File: config.mk
export PLATFORM = sky130hd
export DESIGN_NAME = tde_engine
export DESIGN_NICKNAME = d
export VERILOG_FILES = /design/src/tde_engine.v
export VERILOG_INCLUDE_DIRS = /design/src
export SDC_FILE = /design/constraint.sdc
export NUM_CORES = 1
export LEC_CHECK = 0
export ABC_AREA = 0
export BUFFER_PORTS_ARGS = -buffer_cell sky130_fd_sc_hd__buf_2
export CAP_MARGIN = 5
export CELL_PAD_IN_SITES_DETAIL_PLACEMENT = 0
export CELL_PAD_IN_SITES_GLOBAL_PLACEMENT = 2
export CORE_MARGIN = 2
export CORE_UTILIZATION = 30
export DETAILED_ROUTE_END_ITERATION = 16
export GPL_TIMING_DRIVEN = 0
export PLACE_DENSITY = 0.76
export REMOVE_ABC_BUFFERS = 1
export SLEW_MARGIN = 10
export SYNTH_ARGS = -nofsm -noshare
export SYNTH_HDL_FRONTEND = slang
export SYNTH_SLANG_ARGS = --single-unit
File: constraint.sdc
create_clock -name sys_clk -period 4.75 [get_ports sys_clk]
set_clock_uncertainty 0.2 [all_clocks]
set_input_delay 1.1875 -clock sys_clk [delete_from_list [all_inputs] [get_ports sys_clk]]
set_output_delay 1.1875 -clock sys_clk [all_outputs]
set_load 0.02 [all_outputs]
File: src/tde_map.vh
// register map and field constants of the two-channel transfer engine
`ifndef TDE_MAP_VH
`define TDE_MAP_VH
`define TDE_OFF_MASK 8'h00
`define TDE_OFF_MODE 8'h04
`define TDE_OFF_SRC 8'h08
`define TDE_OFF_DST 8'h0c
`define TDE_OFF_CNT 8'h10
`define TDE_OFF_CLR 8'h14
`define TDE_CH_STRIDE 8'h20
`define TDE_OFF_GMODE 8'h40
`define TDE_OFF_STAT 8'h44
`define TDE_MODE_SIZE_LO 1
`define TDE_MODE_SIZE_HI 2
`define TDE_MODE_DEST_INC 4
`define TDE_MODE_SRC_INC 3
`define TDE_MODE_OWN 5
`define TDE_MODE_AUTO 0
`define TDE_SIZE_BYTE 2'h0
`define TDE_SIZE_HALF 2'h1
`define TDE_SIZE_WORD 2'h2
`define TDE_CNT_W 17
`define TDE_RESET_WORD 32'h00000000
`define TDE_STAT_REQ 0
`define TDE_STAT_END 8
`define TDE_STAT_CYC 16
`endif

File: src/tde_engine.v
// two-channel dual-address transfer engine with register port and bus master
//
// Contract
// - low address bits ignored on the bus by size; register reads return written bits, except that a prohibited size code keeps the old size.
// - incrementing destination advances by transfer size; fixed destination never moves.
// - destination address advances only after an error-free write.
// - count decrements when a source read completes properly.
// - any write to a channel clear register clears its status bits.
// - highest-priority requester gets one unit (transfer or whole burst).
// - fixed mode always prefers channel 0.
// - round robin demotes the channel that finished a unit.
// - round robin starts with channel 0 highest after reset.
// - each transfer reads source into a holding register, then writes destination.
// - cycle steal drops bus request after every unit and re-requests.
// - cycle steal lets a higher channel in after the current unit.
// - burst keeps bus request until the whole count completes; the code also ends it early when the channel is masked or a bus error occurs.
// - burst blocks higher channels until the burst finishes.
// - size field 00 byte, 01 half-word, 10 word, 11 prohibited.
// - ownership bit 0 burst, 1 cycle steal; resets to burst.
// - destination type bit 0 fixed, 1 incrementing; resets fixed.
// - masked channels do not transfer; channels reset masked.
`timescale 1ns/10ps
`default_nettype none
`include "tde_map.vh"
module tde_engine #(
  parameter AW = 8
) (
  input wire sys_clk,
  input wire rst_n,
  input wire [AW-1:0] reg_addr,
  input wire [31:0] reg_wdata,
  input wire reg_wr,
  input wire reg_rd,
  output reg [31:0] reg_rdata,
  input wire [1:0] dreq,
  output wire bus_req,
  input wire bus_gnt,
  output reg bus_valid,
  output reg bus_write,
  output reg [31:0] bus_addr,
  output reg [1:0] bus_size,
  output reg [31:0] bus_wdata,
  input wire [31:0] bus_rdata,
  input wire bus_done,
  input wire bus_err,
  output wire [1:0] irq_pending
);
  localparam ST_IDLE = 2'h0;
  localparam ST_READ = 2'h1;
  localparam ST_WRITE = 2'h2;
  localparam ST_GAP = 2'h3;

  // masks the low bits according to size; register value itself is kept whole
  function [31:0] align;
    input [31:0] a;
    input [1:0] sz;
    begin
      if (sz == `TDE_SIZE_WORD) begin
        align = {a[31:2], 2'h0};
      end else if (sz == `TDE_SIZE_HALF) begin
        align = {a[31:1], 1'h0};
      end else begin
        align = a;
      end
    end
  endfunction

  function [31:0] step;
    input [1:0] sz;
    begin
      if (sz == `TDE_SIZE_WORD) begin
        step = 32'h00000004;
      end else if (sz == `TDE_SIZE_HALF) begin
        step = 32'h00000002;
      end else begin
        step = 32'h00000001;
      end
    end
  endfunction

  // three-flop sync of peripheral request lines
  // a level is taken only once the second and third stages agree
  reg [1:0] dreq_s1_q, dreq_s2_q, dreq_s3_q, dreq_q;
  always @(posedge sys_clk or negedge rst_n) begin
    if (!rst_n) begin
      dreq_s1_q <= 2'h0;
      dreq_s2_q <= 2'h0;
      dreq_s3_q <= 2'h0;
      dreq_q <= 2'h0;
    end else begin
      dreq_s1_q <= dreq;
      dreq_s2_q <= dreq_s1_q;
      dreq_s3_q <= dreq_s2_q;
      if (dreq_s2_q == dreq_s3_q) begin
        dreq_q <= dreq_s3_q;
      end
    end
  end

  reg [1:0] mask_q;
  reg [6:0] mode_q [0:1];
  reg [31:0] src_q [0:1];
  reg [31:0] dst_q [0:1];
  reg [`TDE_CNT_W-1:0] cnt_q [0:1];
  reg [1:0] irq_q, end_q, cyc_q;
  reg rr_q, gmode_q;
  reg [1:0] st_q;
  reg cur_q, burst_q;
  reg [31:0] hold_q;

  wire [2:0] ch_sel = reg_addr[7:5];
  // offset within a channel block, widened to the width of the map constants
  wire [7:0] ch_off = {3'h0, reg_addr[4:0]};
  wire wch = reg_addr[5];
  wire in_ch = (ch_sel < 3'h2);

  // a channel may start a unit when unmasked, with transfers left, no abnormal end
  // waiting to be cleared, and either auto request or a synced peripheral request
  function chan_ready;
    input msk;
    input [`TDE_CNT_W-1:0] cnt;
    input abn;
    input auto_req;
    input ext_req;
    begin
      chan_ready = !msk && (cnt != {`TDE_CNT_W{1'b0}}) && !abn && (auto_req || ext_req);
    end
  endfunction

  // an abnormal end parks the channel until its status is cleared, so a bad
  // address is not retried behind software's back
  wire [1:0] ready;
  assign ready[0] = chan_ready(mask_q[0], cnt_q[0], end_q[0],
    mode_q[0][`TDE_MODE_AUTO], dreq_q[0]);
  assign ready[1] = chan_ready(mask_q[1], cnt_q[1], end_q[1],
    mode_q[1][`TDE_MODE_AUTO], dreq_q[1]);

  // arbitration reads gmode only in idle, so changes land between units
  // in round robin, rr_q names the channel preferred when both are ready
  wire pick = (ready == 2'h3) ? (gmode_q ? rr_q : 1'b0) : ready[1];

  wire [1:0] cur_sz = mode_q[cur_q][`TDE_MODE_SIZE_HI:`TDE_MODE_SIZE_LO];
  wire last = (cnt_q[cur_q] == 0);
  // cycle steal releases request in the gap; burst holds it throughout
  assign bus_req = (st_q == ST_READ) || (st_q == ST_WRITE) || (st_q == ST_GAP && burst_q);
  assign irq_pending = irq_q;

  wire wr_clr0 = reg_wr && in_ch && !wch && (ch_off == `TDE_OFF_CLR);
  wire wr_clr1 = reg_wr && in_ch && wch && (ch_off == `TDE_OFF_CLR);

  integer i;
  always @(posedge sys_clk or negedge rst_n) begin
    if (!rst_n) begin
      mask_q <= 2'h3;
      for (i = 0; i < 2; i = i + 1) begin
        mode_q[i] <= 7'h00;
        src_q[i] <= `TDE_RESET_WORD;
        dst_q[i] <= `TDE_RESET_WORD;
        cnt_q[i] <= {`TDE_CNT_W{1'b0}};
      end
      irq_q <= 2'h0;
      end_q <= 2'h0;
      cyc_q <= 2'h0;
      rr_q <= 1'b0;
      gmode_q <= 1'b0;
      st_q <= ST_IDLE;
      cur_q <= 1'b0;
      burst_q <= 1'b0;
      hold_q <= 32'h00000000;
      bus_valid <= 1'b0;
      bus_write <= 1'b0;
      bus_addr <= 32'h00000000;
      bus_size <= 2'h0;
      bus_wdata <= 32'h00000000;
      reg_rdata <= 32'h00000000;
    end else begin
      // register writes; same offsets in each channel block
      if (reg_wr && in_ch) begin
        case (ch_off)
          `TDE_OFF_MASK: mask_q[wch] <= reg_wdata[0];
          `TDE_OFF_MODE: begin
            // a prohibited size code keeps the old size, so the bus never carries it
            if (reg_wdata[`TDE_MODE_SIZE_HI:`TDE_MODE_SIZE_LO] == 2'h3) begin
              mode_q[wch] <= {reg_wdata[6:3], mode_q[wch][2:1], reg_wdata[0]};
            end else begin
              mode_q[wch] <= reg_wdata[6:0];
            end
          end
          `TDE_OFF_SRC: src_q[wch] <= reg_wdata;
          `TDE_OFF_DST: dst_q[wch] <= reg_wdata;
          `TDE_OFF_CNT: cnt_q[wch] <= reg_wdata[`TDE_CNT_W-1:0];
          default: ;
        endcase
      end
      if (reg_wr && reg_addr == `TDE_OFF_GMODE) begin
        gmode_q <= reg_wdata[0];
      end
      // clear first so hardware set below wins in the same cycle
      if (wr_clr0) begin
        irq_q[0] <= 1'b0;
        end_q[0] <= 1'b0;
        cyc_q[0] <= 1'b0;
      end
      if (wr_clr1) begin
        irq_q[1] <= 1'b0;
        end_q[1] <= 1'b0;
        cyc_q[1] <= 1'b0;
      end
      // read port
      // data stand for one cycle only; idle cycles read as zero
      reg_rdata <= 32'h00000000;
      if (reg_rd) begin
        if (in_ch) begin
          case (ch_off)
            `TDE_OFF_MASK: reg_rdata <= {31'h0, mask_q[wch]};
            `TDE_OFF_MODE: reg_rdata <= {25'h0, mode_q[wch]};
            `TDE_OFF_SRC: reg_rdata <= src_q[wch];
            `TDE_OFF_DST: reg_rdata <= dst_q[wch];
            `TDE_OFF_CNT: reg_rdata <= {15'h0, cnt_q[wch]};
            default: reg_rdata <= 32'h00000000;
          endcase
        end else if (reg_addr == `TDE_OFF_GMODE) begin
          reg_rdata <= {31'h0, gmode_q};
        end else if (reg_addr == `TDE_OFF_STAT) begin
          reg_rdata <= {14'h0, cyc_q, 6'h0, end_q, 6'h0, irq_q};
        end
      end
      // transfer sequencer
      case (st_q)
        ST_IDLE: begin
          // ownership mode is frozen per unit, so a mode write mid-unit waits
          if (ready != 2'h0) begin
            cur_q <= pick;
            burst_q <= !mode_q[pick][`TDE_MODE_OWN];
            st_q <= ST_READ;
          end
        end
        ST_READ: begin
          if (bus_gnt && !bus_valid) begin
            bus_valid <= 1'b1;
            bus_write <= 1'b0;
            bus_size <= cur_sz;
            bus_addr <= align(src_q[cur_q], cur_sz);
          end
          if (bus_valid && bus_done) begin
            bus_valid <= 1'b0;
            // a failed read ends the channel with its count untouched
            if (bus_err) begin
              irq_q[cur_q] <= 1'b1;
              end_q[cur_q] <= 1'b1;
              cyc_q[cur_q] <= 1'b0;
              st_q <= ST_IDLE;
            end else begin
              hold_q <= bus_rdata;
              cnt_q[cur_q] <= cnt_q[cur_q] - 1'b1;
              if (mode_q[cur_q][`TDE_MODE_SRC_INC]) begin
                src_q[cur_q] <= src_q[cur_q] + step(cur_sz);
              end
              st_q <= ST_WRITE;
            end
          end
        end
        ST_WRITE: begin
          if (!bus_valid && !bus_done) begin
            bus_valid <= 1'b1;
            bus_write <= 1'b1;
            bus_addr <= align(dst_q[cur_q], cur_sz);
            bus_wdata <= hold_q;
          end
          if (bus_valid && bus_done) begin
            bus_valid <= 1'b0;
            // a failed write leaves the destination address where it was
            if (bus_err) begin
              irq_q[cur_q] <= 1'b1;
              end_q[cur_q] <= 1'b1;
              cyc_q[cur_q] <= 1'b1;
              st_q <= ST_IDLE;
            end else begin
              if (mode_q[cur_q][`TDE_MODE_DEST_INC]) begin
                dst_q[cur_q] <= dst_q[cur_q] + step(cur_sz);
              end
              if (last) begin
                irq_q[cur_q] <= 1'b1;
                end_q[cur_q] <= 1'b0;
              end
              st_q <= ST_GAP;
            end
          end
        end
        default: begin
          // burst keeps the channel unless done or masked; else re-arbitrate
          if (burst_q && !last && !mask_q[cur_q]) begin
            st_q <= ST_READ;
          end else begin
            rr_q <= ~cur_q;
            st_q <= ST_IDLE;
          end
        end
      endcase
    end
  end
endmodule
`default_nettype wire

Word-level counts from Yosys, hierarchy flattened. Index checks and enable logic that the tools add are counted.

Bits in registers: 330. Bits in latches: 0. RAM bits: 0. ROM bits: 0. Input bits: 81. Output and inout bits: 103. Memories kept: 0.

Add/subtract/negate cells: 3. $mul: 0. Divide/modulo/power cells: 0. Order comparisons: 10. Eq/ne operators: 22. Shifts and indexed selects: 0. Muxes and demuxes: 133. Bitwise gates (word level): 13. Reduce and logical (&&, ||, !) cells: 54.

Operators with widths (number): $mux W32 (26); $mux W64 (12); $bwmux W64 (4); $mux W34 (5); $pmux W32 S5 (1); $mux W17 (8); $bwmux W34 (2); $add A32 B32 Y32 (2); $demux W32 S1 (2); $pmux W32 S2 (1); $mux W2 (22); $mux W18 (2); $demux W17 S1 (2); $reduce_bool A17 Y1 (2); $bwmux W14 (2); $mux W7 (4); $logic_and A1 B1 Y1 (22); $mux W1 (22); $mux W6 (3); $logic_not A17 Y1 (1); $sub A17 B1 Y17 const B (1); $eq A8 B7 Y1 const B (2); $mux W5 (3); $mux W14 (1); 34 further kinds (83).

Longest topological paths before layout. Gate-level depths: netlist (run 1).

Word-level depth: 17. Gate-level depth with buffers: 19.

Worst setup path after synthesis (run 1). No wires, ideal clock.

Path kind: reg2reg. Start point: reg cur_q. End point: reg src_q[28] (netlist name). Library setup time: 0.130 ns. Data arrival time: 3.791 ns. Data required time: 4.420 ns. Path slack: 0.630 ns. Cell stages (with the launch flop): 18. Path buffers: 7. Period minus slack after synthesis: 4.120 ns. Cells stage by stage: dfrtp_1 -> buf_6 -> buf_8 -> buf_6 -> buf_2 -> buf_2 -> buf_2 -> buf_2 -> mux2i_1 -> inv_1 -> ha_1 -> ha_1 -> nand2_1 -> o21ai_0 -> nand4_1 -> nor4_1 -> xor2_1 -> o21ai_0.

RTL lines: start, declared (RTL line tde_engine.v:108) `reg cur_q, burst_q;`; start signal, assigned (RTL line tde_engine.v:233) `cur_q <= pick;`; end signal, assigned by index (RTL line tde_engine.v:157) `` src_q[i] <= `TDE_RESET_WORD; ``; end signal, assigned by index (RTL line tde_engine.v:189) `` `TDE_OFF_SRC: src_q[wch] <= reg_wdata; ``; end signal, assigned by index (RTL line tde_engine.v:257) `src_q[cur_q] <= src_q[cur_q] + step(cur_sz);`; end, declared (RTL line tde_engine.v:102) `reg [31:0] src_q [0:1];`.

==> impl_metrics.yaml, run 1 <==
outcome:
  status: "complete, no violations"
worst_setup_path:
  cpMostUsedCell: "ha_1"
  worstPathArrival_ns: 4.74
  critical_path.top_delay_family: "simple AND/OR/NAND/NOR gates"
  cp_num_cells: 10
  crit_chain: "mux2i_1, inv_1, ha_1, ha_1, nand2_1, o21ai_1, nand4_1, nor4_1, xor2_1, o21ai_0"
  rr_worst_depth: 10
  cpMaxStageDelayCell: "nor4_1"
  required_ns: 4.98
  end_kind: "flip-flop"
  path_buf_inv: 1
  start_kind: "flip-flop"
  max_stage_delay_ns: 0.70
  crit_fanout: 23
  critical_path_class: "reg2reg"
synthesis:
  yosysTopAreaCellShare_pct: 43.6
  synthXorXnorAreaFrac_pct: 3.63
  yosysWarnings: 0
  ys_dominant_reg_cell: "dfrtp_1"
  netlist_instances: 1856
  synth_fa_ha_area_share_pct: 1.06
  synth_area_per_cell_um2: 10.1
  synth_area_leaders: "dfrtp_1, mux2_2, mux2i_1"
  yosys.area.top_type: "dfrtp_1"
  synth.distinct_cells: 77
  ys_ff_latch: 330
  synth-simple-area-share_pct: 13.4
  synth_edf_count: 0
  synth_top_family_by_area: "multiplexers"
  synth-compound-area-share_pct: 13.9
  async_reset_ff_share_pct: 100
  yosysSeqAreaShare_pct: 43.9
  mappedNetlistArea_um2: 18800
  synth.area.mux_share_pct: 21.0
cts:
  cts.hold.buffers_added: 0
  cts_htree_levels: 2
  cts_setup_buffers: 0
  cts_tree: "done"
  cts-buffers-inserted: 41
  path_clk_slew_ns: 0.06
  clk_latency_ns: 0.59
  cts_resized: 1
  root_buffer: "clkbuf_16"
  numClockSinks: 330
  cts_max_path_buffers: 3
timing:
  drv_slew: 0
  rsz0062_at_grt: "false"
  max_freq_mhz: 222
  tightest_slew_ns: 1.11
  setup_violations: 0
  period_share_pct: 95.0
  slew_headroom_pct: 25.9
  finalHoldViolations: 0
  period_needed_ns: 4.51
  fin_setup_tns_ns: 0
grt:
  grt_max_degree: 104
  first_global_vias: 15700
  grt_pass1_wl_mm: 99.7
  grt.overflow.total: 0
  grt_usage_pct: 20.2
  grt_antenna_before_repair: 1
min_path:
  whs_path_depth: 0
  min_path_type: "reg2reg"
detailed_routing:
  drc: 0
  viasPerCell: 5.42
  final_antenna_net_count: 0
  drtIter0Drc: 1128
  wirelength_mm: 65.5
  drt_first_pass_iters: 7
  dr_total_vias: 15500
  wl_per_cell_um: 22.9
layout:
  final_cell_area_um2: 22300
  drive_gt1_share_pct: 26.7
  area_growth_pct: 18.6
  fin_cells: 2857
  final_nets: 2089
  final_common_cell: "dfrtp_1"
  final_cell_mix: "dfrtp_1, mux2_2, buf_2, nand2_1, mux2i_1"
place:
  hpwl_mm: 45.5
  dp.cells: 2786
  port_buffers: 183
  globalplace.congestion: 0.844
  placed_area_um2: 20900
power_and_ir_drop:
  powerDensity_nw_per_um2: 487
  max-vdd-ir-drop_v: 0.000317
  p_leak_nw: 10.0
flow_run:
  drv_cap: 0
floorplan:
  initial_core_util_pct: 30.4
  core_area_um2: 61800
  fp-row-count: 91
  die_x_um: 254
  die_h_um: 254
  die-area_um2: 64700
  design.portCount: 184
registers in the layout, summed over array words and instances (netlist names), 4 cells and up, named ones only:
signal     cells
dst_q         64
src_q         64
cnt_q         34
bus_addr      32
bus_wdata     32
hold_q        32
reg_rdata     32
mode_q         4
layout make-up:
class | count | area (um^2)
inverter | 10 | 37.5
sequential | 330 | 8260
timing repair buffer | 215 | 1450
clock inverter | 13 | 223
tap | 837 | 1050
multi-input combinational | 1394 | 10100
clock buffer | 57 | 1210
antenna | 1 | 2.50
fill | 6176 | 39500
layer usage:
metal	part of all wire (%)	vias up	global-route usage, %	wire (um)
li1	-	7073	-	-
met1	45	7803	27.5	29300
met2	46	501	32.1	29900
met3	6.3	110	3.81	4140
met4	3.3	2	7.29	2160
met5	0.020	-	0	13
cells in the mapped netlist (22+ instances only):
library cell / instances
mux2_2: 214
o21ai_0: 133
clkbuf_1: 84
nand3b_1: 22
nand3_1: 40
xor2_1: 43
nand2_1: 183
a21oi_1: 124
nor2_1: 138
buf_2: 24
dfrtp_1: 328
xnor2_1: 35
a22oi_1: 46
mux2i_1: 139
nor3_1: 27
power breakdown:
group	total [mW]	internal, mW	switching, mW
Clock	3.32	2.00	1.32
Combinational	3.49	1.46	2.03
Sequential	4.06	3.45	0.609
path summary, 6_finish.rpt:
check | from | end | slack [ns]
hold reg to reg | dreq_s1_q[0] | dreq_s2_q[0] | 0.14
hold / removal | dreq_s1_q[0] | dreq_s2_q[0] | 0.14
max in group asynchronous | rst_n | hold_q[31] | 3.10
min in group asynchronous | rst_n | reg_rdata[21] | 0.34
setup / recovery | cur_q | src_q[28] | 0.24
setup reg to reg | cur_q | src_q[28] | 0.24
per-stage QoR:
| stage | power [mW] | utilization [%] | hold WS [ns] | setup slack [ns] |
|---|---|---|---|---|
| 3_3_place_gp | 7.48 | 32.8 | 0.136 | -9.03 |
| 3_5_place_dp | 7.60 | 33.8 | 0.136 | -0.0167 |
| 6_report | 10.9 | 36.1 | 0.138 | 0.237 |
| 5_1_grt | 11.5 | 36.1 | 0.157 | 0.0148 |
| 4_1_cts | 11.0 | 36.1 | 0.143 | 0.0872 |
| 2_1_floorplan | 6.35 | - | 0.131 | -3.07 |
worst reg2reg max path, stage by stage (launching register included):
cell and delay, ns:
dfrtp_4 0.66, mux2i_1 0.47, inv_1 0.09, ha_1 0.25, ha_1 0.41, nand2_1 0.09
o21ai_1 0.63, nand4_1 0.51, nor4_1 0.71, xor2_1 0.22, o21ai_0 0.12
logic make-up (layout without fill, tap and decap cells):
kind of cell             Yosys count  count (layout)
multiplexers                     361             361
XOR/XNOR                          78              78
AO/OA/AOI/OAI                    419             419
other                              0               1
AND/OR/NAND/NOR                  520             520
buffers and inverters            132             295
adder cells (fa/ha/maj)           16              16
flip-flops                       330             330
(Power assumes the default switching activity.)
==> run 2, diff against run 1 <==
Settings changed: PLACE_DENSITY 0.76 to not set, PLACE_DENSITY_LB_ADDON set to 0.1.
==> run 2 against run 1 <==
Against the previous run: die area is the same; core utilization increased by 0.29 points; combinational power up 2%; setup slack got worse by 0.039 ns; power up 0.76%; non-clock buffer count is 11 higher; flip-flop and latch count stayed put; sequential share of layout area fell by 0.29 points; register-to-register slack lost 0.04 ns; critical path type unchanged; largest cell class unchanged.
==> impl_metrics.yaml, run 2 (same netlist as run 1, synthesis figures left out) <==
place:
  port_buffers: 183
  dp.cells: 2788
  hpwl_mm: 48.1
  post-place-ws_ns: -1.07
  globalplace.congestion: 0.786
power_and_ir_drop:
  combPwrFrac_pct: 32.4
  p_leak_nw: 10.1
  powerDensity_nw_per_um2: 487
  clkPwrFrac_pct: 30.6
  power_switching_mw: 4.04
  swShare_pct: 36.9
  intPower_mw: 6.91
  p_seq_share_pct: 37.0
  max-vdd-ir-drop_v: 0.000336
layout:
  final_common_cell: "dfrtp_1"
  drive_gt1_share_pct: 27.7
  insertedDiodeCount: 0
  fin_cells: 2877
  reg_top3: "dst_q x64, src_q x64, cnt_q x34"
  fin_util_pct: 36.4
  area_growth_pct: 19.6
  final_cell_mix: "dfrtp_1, mux2_2, buf_2, nand2_1"
  final_nets: 2102
detailed_routing:
  viasPerCell: 5.35
  wl_per_cell_um: 24.4
  drc: 0
  drt_first_pass_iters: 6
  dr_total_vias: 15400
  final_antenna_net_count: 0
  wirelength_mm: 70.3
  drtIter0Drc: 1034
timing:
  period_needed_ns: 4.55
  fin_setup_tns_ns: 0
  slew_headroom_pct: 21.9
  finalHoldViolations: 0
  max_freq_mhz: 220
  rsz0062_at_grt: "false"
  period_share_pct: 95.8
  tightest_slew_ns: 1.17
  drv_slew: 0
  setup_violations: 0
  worst_slack_ns: 0.198
worst_setup_path:
  path_buf_inv: 3
  crit_fanout: 54
  critical_path_class: "reg2reg"
  cpMaxStageDelayCell: "dfrtp_4"
  worstPathArrival_ns: 4.78
  crit_chain: "buf_16, buf_16, mux2i_2, inv_1, ha_1, ha_1, nand3b_1, mux2i_4, o2111ai_2, nor4_2, xor2_1, mux2i_1"
  end_kind: "flip-flop"
  required_ns: 4.98
  critical_path.top_delay_family: "multiplexers"
  max_stage_delay_ns: 0.64
  start_kind: "flip-flop"
cts:
  cts_tree: "done"
  cts.hold.buffers_added: 0
  root_buffer: "clkbuf_16"
  cts_htree_levels: 2
  clk_latency_ns: 0.59
  numClockSinks: 330
  cts-buffers-inserted: 43
  path_clk_slew_ns: 0.05
  cts_max_path_buffers: 3
outcome:
  status: "complete, no violations"
min_path:
  min_path_type: "reg2reg"
grt:
  grt.overflow.total: 0
  grt_antenna_before_repair: 1
  grt_pass1_wl_mm: 106
  grt_usage_pct: 21.9
  grt_max_degree: 106
  first_global_vias: 15700
floorplan:
  die_x_um: 254
  die_h_um: 254
  design.portCount: 184
  die-area_um2: 64700
  initial_core_util_pct: 30.4
  core_area_um2: 61800
  fp-row-count: 91
flow_run:
  drv_cap: 0
==> run 2: cell count changes in the layout (fill, tap and decap cells not counted), moves of 3 or more <==
cell       before  now
nor4_2          2    5
clkbuf_8       12    8
nor4_1         11    8
clkbuf_16      41   44
clkbuf_1        4   11
clkinv_2        5    9
buf_4           6   17
==> run 2: final timing paths <==
path | from | to | slack [ns] | depth (start not counted)
min | dreq_s1_q[0] | dreq_s2_q[0] | 0.16 | 0
max reg2reg | cur_q | dst_q[31] | 0.20 | 12
max | cur_q | dst_q[31] | 0.20 | 12
min reg2reg | dreq_s1_q[0] | dreq_s2_q[0] | 0.16 | 0
min in group asynchronous | rst_n | cnt_q[26] | 0.27 | 1
max in group asynchronous | rst_n | bus_wdata[5] | 2.67 | 3
==> run 2: final cells by class <==
type                       instances  area [um^2]
inverter                          10         37.5
multi-input combinational       1394        10200
fill                            6285        39300
clock inverter                    17          184
tap                              837         1050
timing repair buffer             226         1550
clock buffer                      63         1250
sequential                       330         8260
==> run 2: power groups by stage <==
stage	Sequential, mW	Clock [mW]	Combinational (mW)
6_report	4.05	3.35	3.55
2_1_floorplan	4.36	0	1.98
3_3_place_gp	4.29	0	3.22
3_5_place_dp	4.13	0	3.51
5_1_grt	4.16	3.57	3.88
4_1_cts	4.06	3.46	3.58
==> run 2: metrics by stage <==
| step | power (mW) | instance area [um^2] | hold slack (ns) |
|---|---|---|---|
| after floorplan | 6.35 | 18300 | 0.131 |
| after global placement | 7.51 | 20300 | 0.133 |
| after detailed placement | 7.64 | 20900 | 0.145 |
| after CTS | 11.1 | 22400 | 0.157 |
| after global routing | 11.6 | 22500 | 0.161 |
| final | 11.0 | 22500 | 0.158 |
==> run 2: what timing repair did <==
item                       in CTS  in global routing
resized for setup               9                  7
pin swaps                       1                  3
setup endpoints to repair      80                 47
buffers inserted                3                  6
==> run 2: routing by layer <==
metal | wire (um) | GRT usage [%] | share of wire [%]
met3 | 3590 | 3.49 | 5.1
met2 | 32400 | 34.9 | 46
met4 | 1610 | 5.85 | 2.3
met5 | 11 | 0 | 0.016
met1 | 32800 | 30.8 | 47
==> run 3, diff against run 2 <==
Settings changed: PLACE_DENSITY set to 0.73, PLACE_DENSITY_LB_ADDON 0.1 to not set.
Clock period 4.75 ns to 3.8 ns, I/O delays scaled along.
==> run 3 against run 2 <==
Against the previous run: combinational power increased by 30%; clock power is 25% higher; via count rose by 2.8%; register-to-register slack lost 0.13 ns; largest power group unchanged; power is 26% higher; largest cell class unchanged.
==> impl_metrics.yaml, run 3 (same netlist as run 1, synthesis figures left out) <==
outcome:
  status: "complete, no violations"
detailed_routing:
  dr_total_vias: 15800
  wirelength_mm: 70.1
  drc: 0
  met1Wirelength_mm: 30.1
  drt_first_pass_iters: 6
  dr.max_layer_used: "met4"
  final_antenna_net_count: 0
  drtIter0Drc: 1337
  wl_per_cell_um: 24.3
  viasPerCell: 5.50
  wl_met2_mm: 32.8
  wl_met3_mm: 4.74
place:
  placed_area_um2: 20800
  port_buffers: 183
  hpwl_mm: 46.0
  post-place-ws_ns: -1.77
  dp.cells: 2784
  globalplace.congestion: 0.812
worst_setup_path:
  crit_fanout: 33
  path_buf_inv: 2
  worstPathArrival_ns: 4.02
  critical_path.top_delay_family: "simple AND/OR/NAND/NOR gates"
  end_kind: "flip-flop"
  cpMaxStageDelayCell: "or4_1"
  crit_chain: "buf_16, clkinv_1, or4_1, a2111oi_4, o21ai_1, mux2_1"
  max_stage_delay_ns: 0.89
  required_ns: 4.08
  start_kind: "flip-flop"
  critical_path_class: "reg2reg"
power_and_ir_drop:
  max-vdd-ir-drop_v: 0.000428
  intPower_mw: 8.70
  p_leak_nw: 10.2
  swShare_pct: 37.2
  p_seq_share_pct: 36.5
  combPwrFrac_pct: 33.2
  clkPwrFrac_pct: 30.3
  power_switching_mw: 5.15
  powerDensity_nw_per_um2: 610
  p_total_mw: 13.8
cts:
  cts.hold.buffers_added: 0
  cts-buffers-inserted: 41
  cts_htree_levels: 2
  cts_max_path_buffers: 3
  root_buffer: "clkbuf_16"
  numClockSinks: 330
  clk_latency_ns: 0.60
  cts_tree: "done"
  path_clk_slew_ns: 0.06
layout:
  final_cell_mix: "dfrtp_1, mux2_2, buf_2, nand2_1"
  final_cell_area_um2: 22700
  final_common_cell: "dfrtp_1"
  drive_gt1_share_pct: 28.6
  reg_top3: "dst_q x64, src_q x64, cnt_q x34"
  fillers: 6167
  fin_util_pct: 36.7
  area_growth_pct: 20.7
  fin_cells: 2879
  final_nets: 2109
  insertedDiodeCount: 0
timing:
  drv_slew: 0
  period_needed_ns: 3.73
  finalHoldViolations: 0
  rsz0062_at_grt: "true"
  setup_violations: 0
  period_share_pct: 98.3
  fin_setup_tns_ns: 0
  slew_headroom_pct: 29.7
  worst_slack_ns: 0.0659
  max_freq_mhz: 268
  timing.hold.ws_ns: 0.0948
  tightest_slew_ns: 1.03
grt:
  grt.overflow.total: 0
  grt_antenna_before_repair: 0
  grt_usage_pct: 21.0
  first_global_vias: 16000
  grt_pass1_wl_mm: 103
  grt_max_degree: 105
min_path:
  min_path_type: "in2async"
floorplan:
  design.portCount: 184
  die_x_um: 254
  fp-row-count: 91
  die-area_um2: 64700
  core_area_um2: 61800
  initial_core_util_pct: 30.4
  die_h_um: 254
flow_run:
  drv_cap: 0
## run 3: changes by cell type in the layout (fill, tap and decap cells not counted), moves of 3 or more
cell | previous run | this run
clkbuf_8 | 8 | 5
buf_12 | 3 | 7
nor3_1 | 25 | 22
clkbuf_1 | 11 | 6
buf_4 | 17 | 23
buf_6 | 9 | 6
buf_16 | 10 | 5
clkbuf_16 | 44 | 41
buf_8 | 5 | 9
bufinv_16 | 3 | 6
## run 3: what timing repair did
item	4_1_cts	5_1_grt
endpoints found under the setup margin	170	100
setup buffers	10	9
pin swaps	4	8
hold endpoints to repair	0	0
gates resized for setup	23	21
gates cloned	1	2
## run 3: layout make-up
class	count	area [um^2]	share of cell area, %
inverter	10	40.0	0.176
clock buffer	52	1120	4.92
multi-input combinational	1396	10300	45.5
sequential	330	8260	36.4
clock inverter	21	313	1.38
timing repair buffer	233	1600	7.04
tap	837	1050	4.61
## run 3: worst paths after layout
check                        startpoint           end  slack (ns)  depth (start not counted)
setup / recovery                  cur_q          rr_q        0.07                          6
hold / removal                    rst_n     bus_write        0.09                          1
setup reg to reg                  cur_q          rr_q        0.07                          6
hold reg to reg            dreq_s1_q[0]  dreq_s2_q[0]        0.15                          0
max in group asynchronous         rst_n     cnt_q[12]        2.04                          3
min in group sys_clk       dreq_s1_q[0]  dreq_s2_q[0]        0.15                          0
## run 3: worst register-to-register path: stages, from the launching register on
cell,delay [ns]
dfrtp_4,0.49
buf_16,0.22
clkinv_1,0.68
or4_1,0.91
a2111oi_4,0.63
o21ai_1,0.17
mux2_1,0.33
## run 3: power groups by stage
| stage | Combinational, mW | Clock [mW] | Sequential (mW) |
|---|---|---|---|
| final | 4.60 | 4.20 | 5.05 |
| after global routing | 4.97 | 4.43 | 5.16 |
| after CTS | 4.59 | 4.29 | 5.05 |
| after detailed placement | 4.29 | 0 | 5.20 |
| after global placement | 3.87 | 0 | 5.29 |
| after floorplan | 2.48 | 0 | 5.45 |
## run 3: layer usage
layer / up-vias / GRT usage, %
met5: - / 0
met4: 0 / 7.21
met3: 121 / 3.60
met2: 593 / 34.5
met1: 7989 / 27.8
li1: 7121 / -
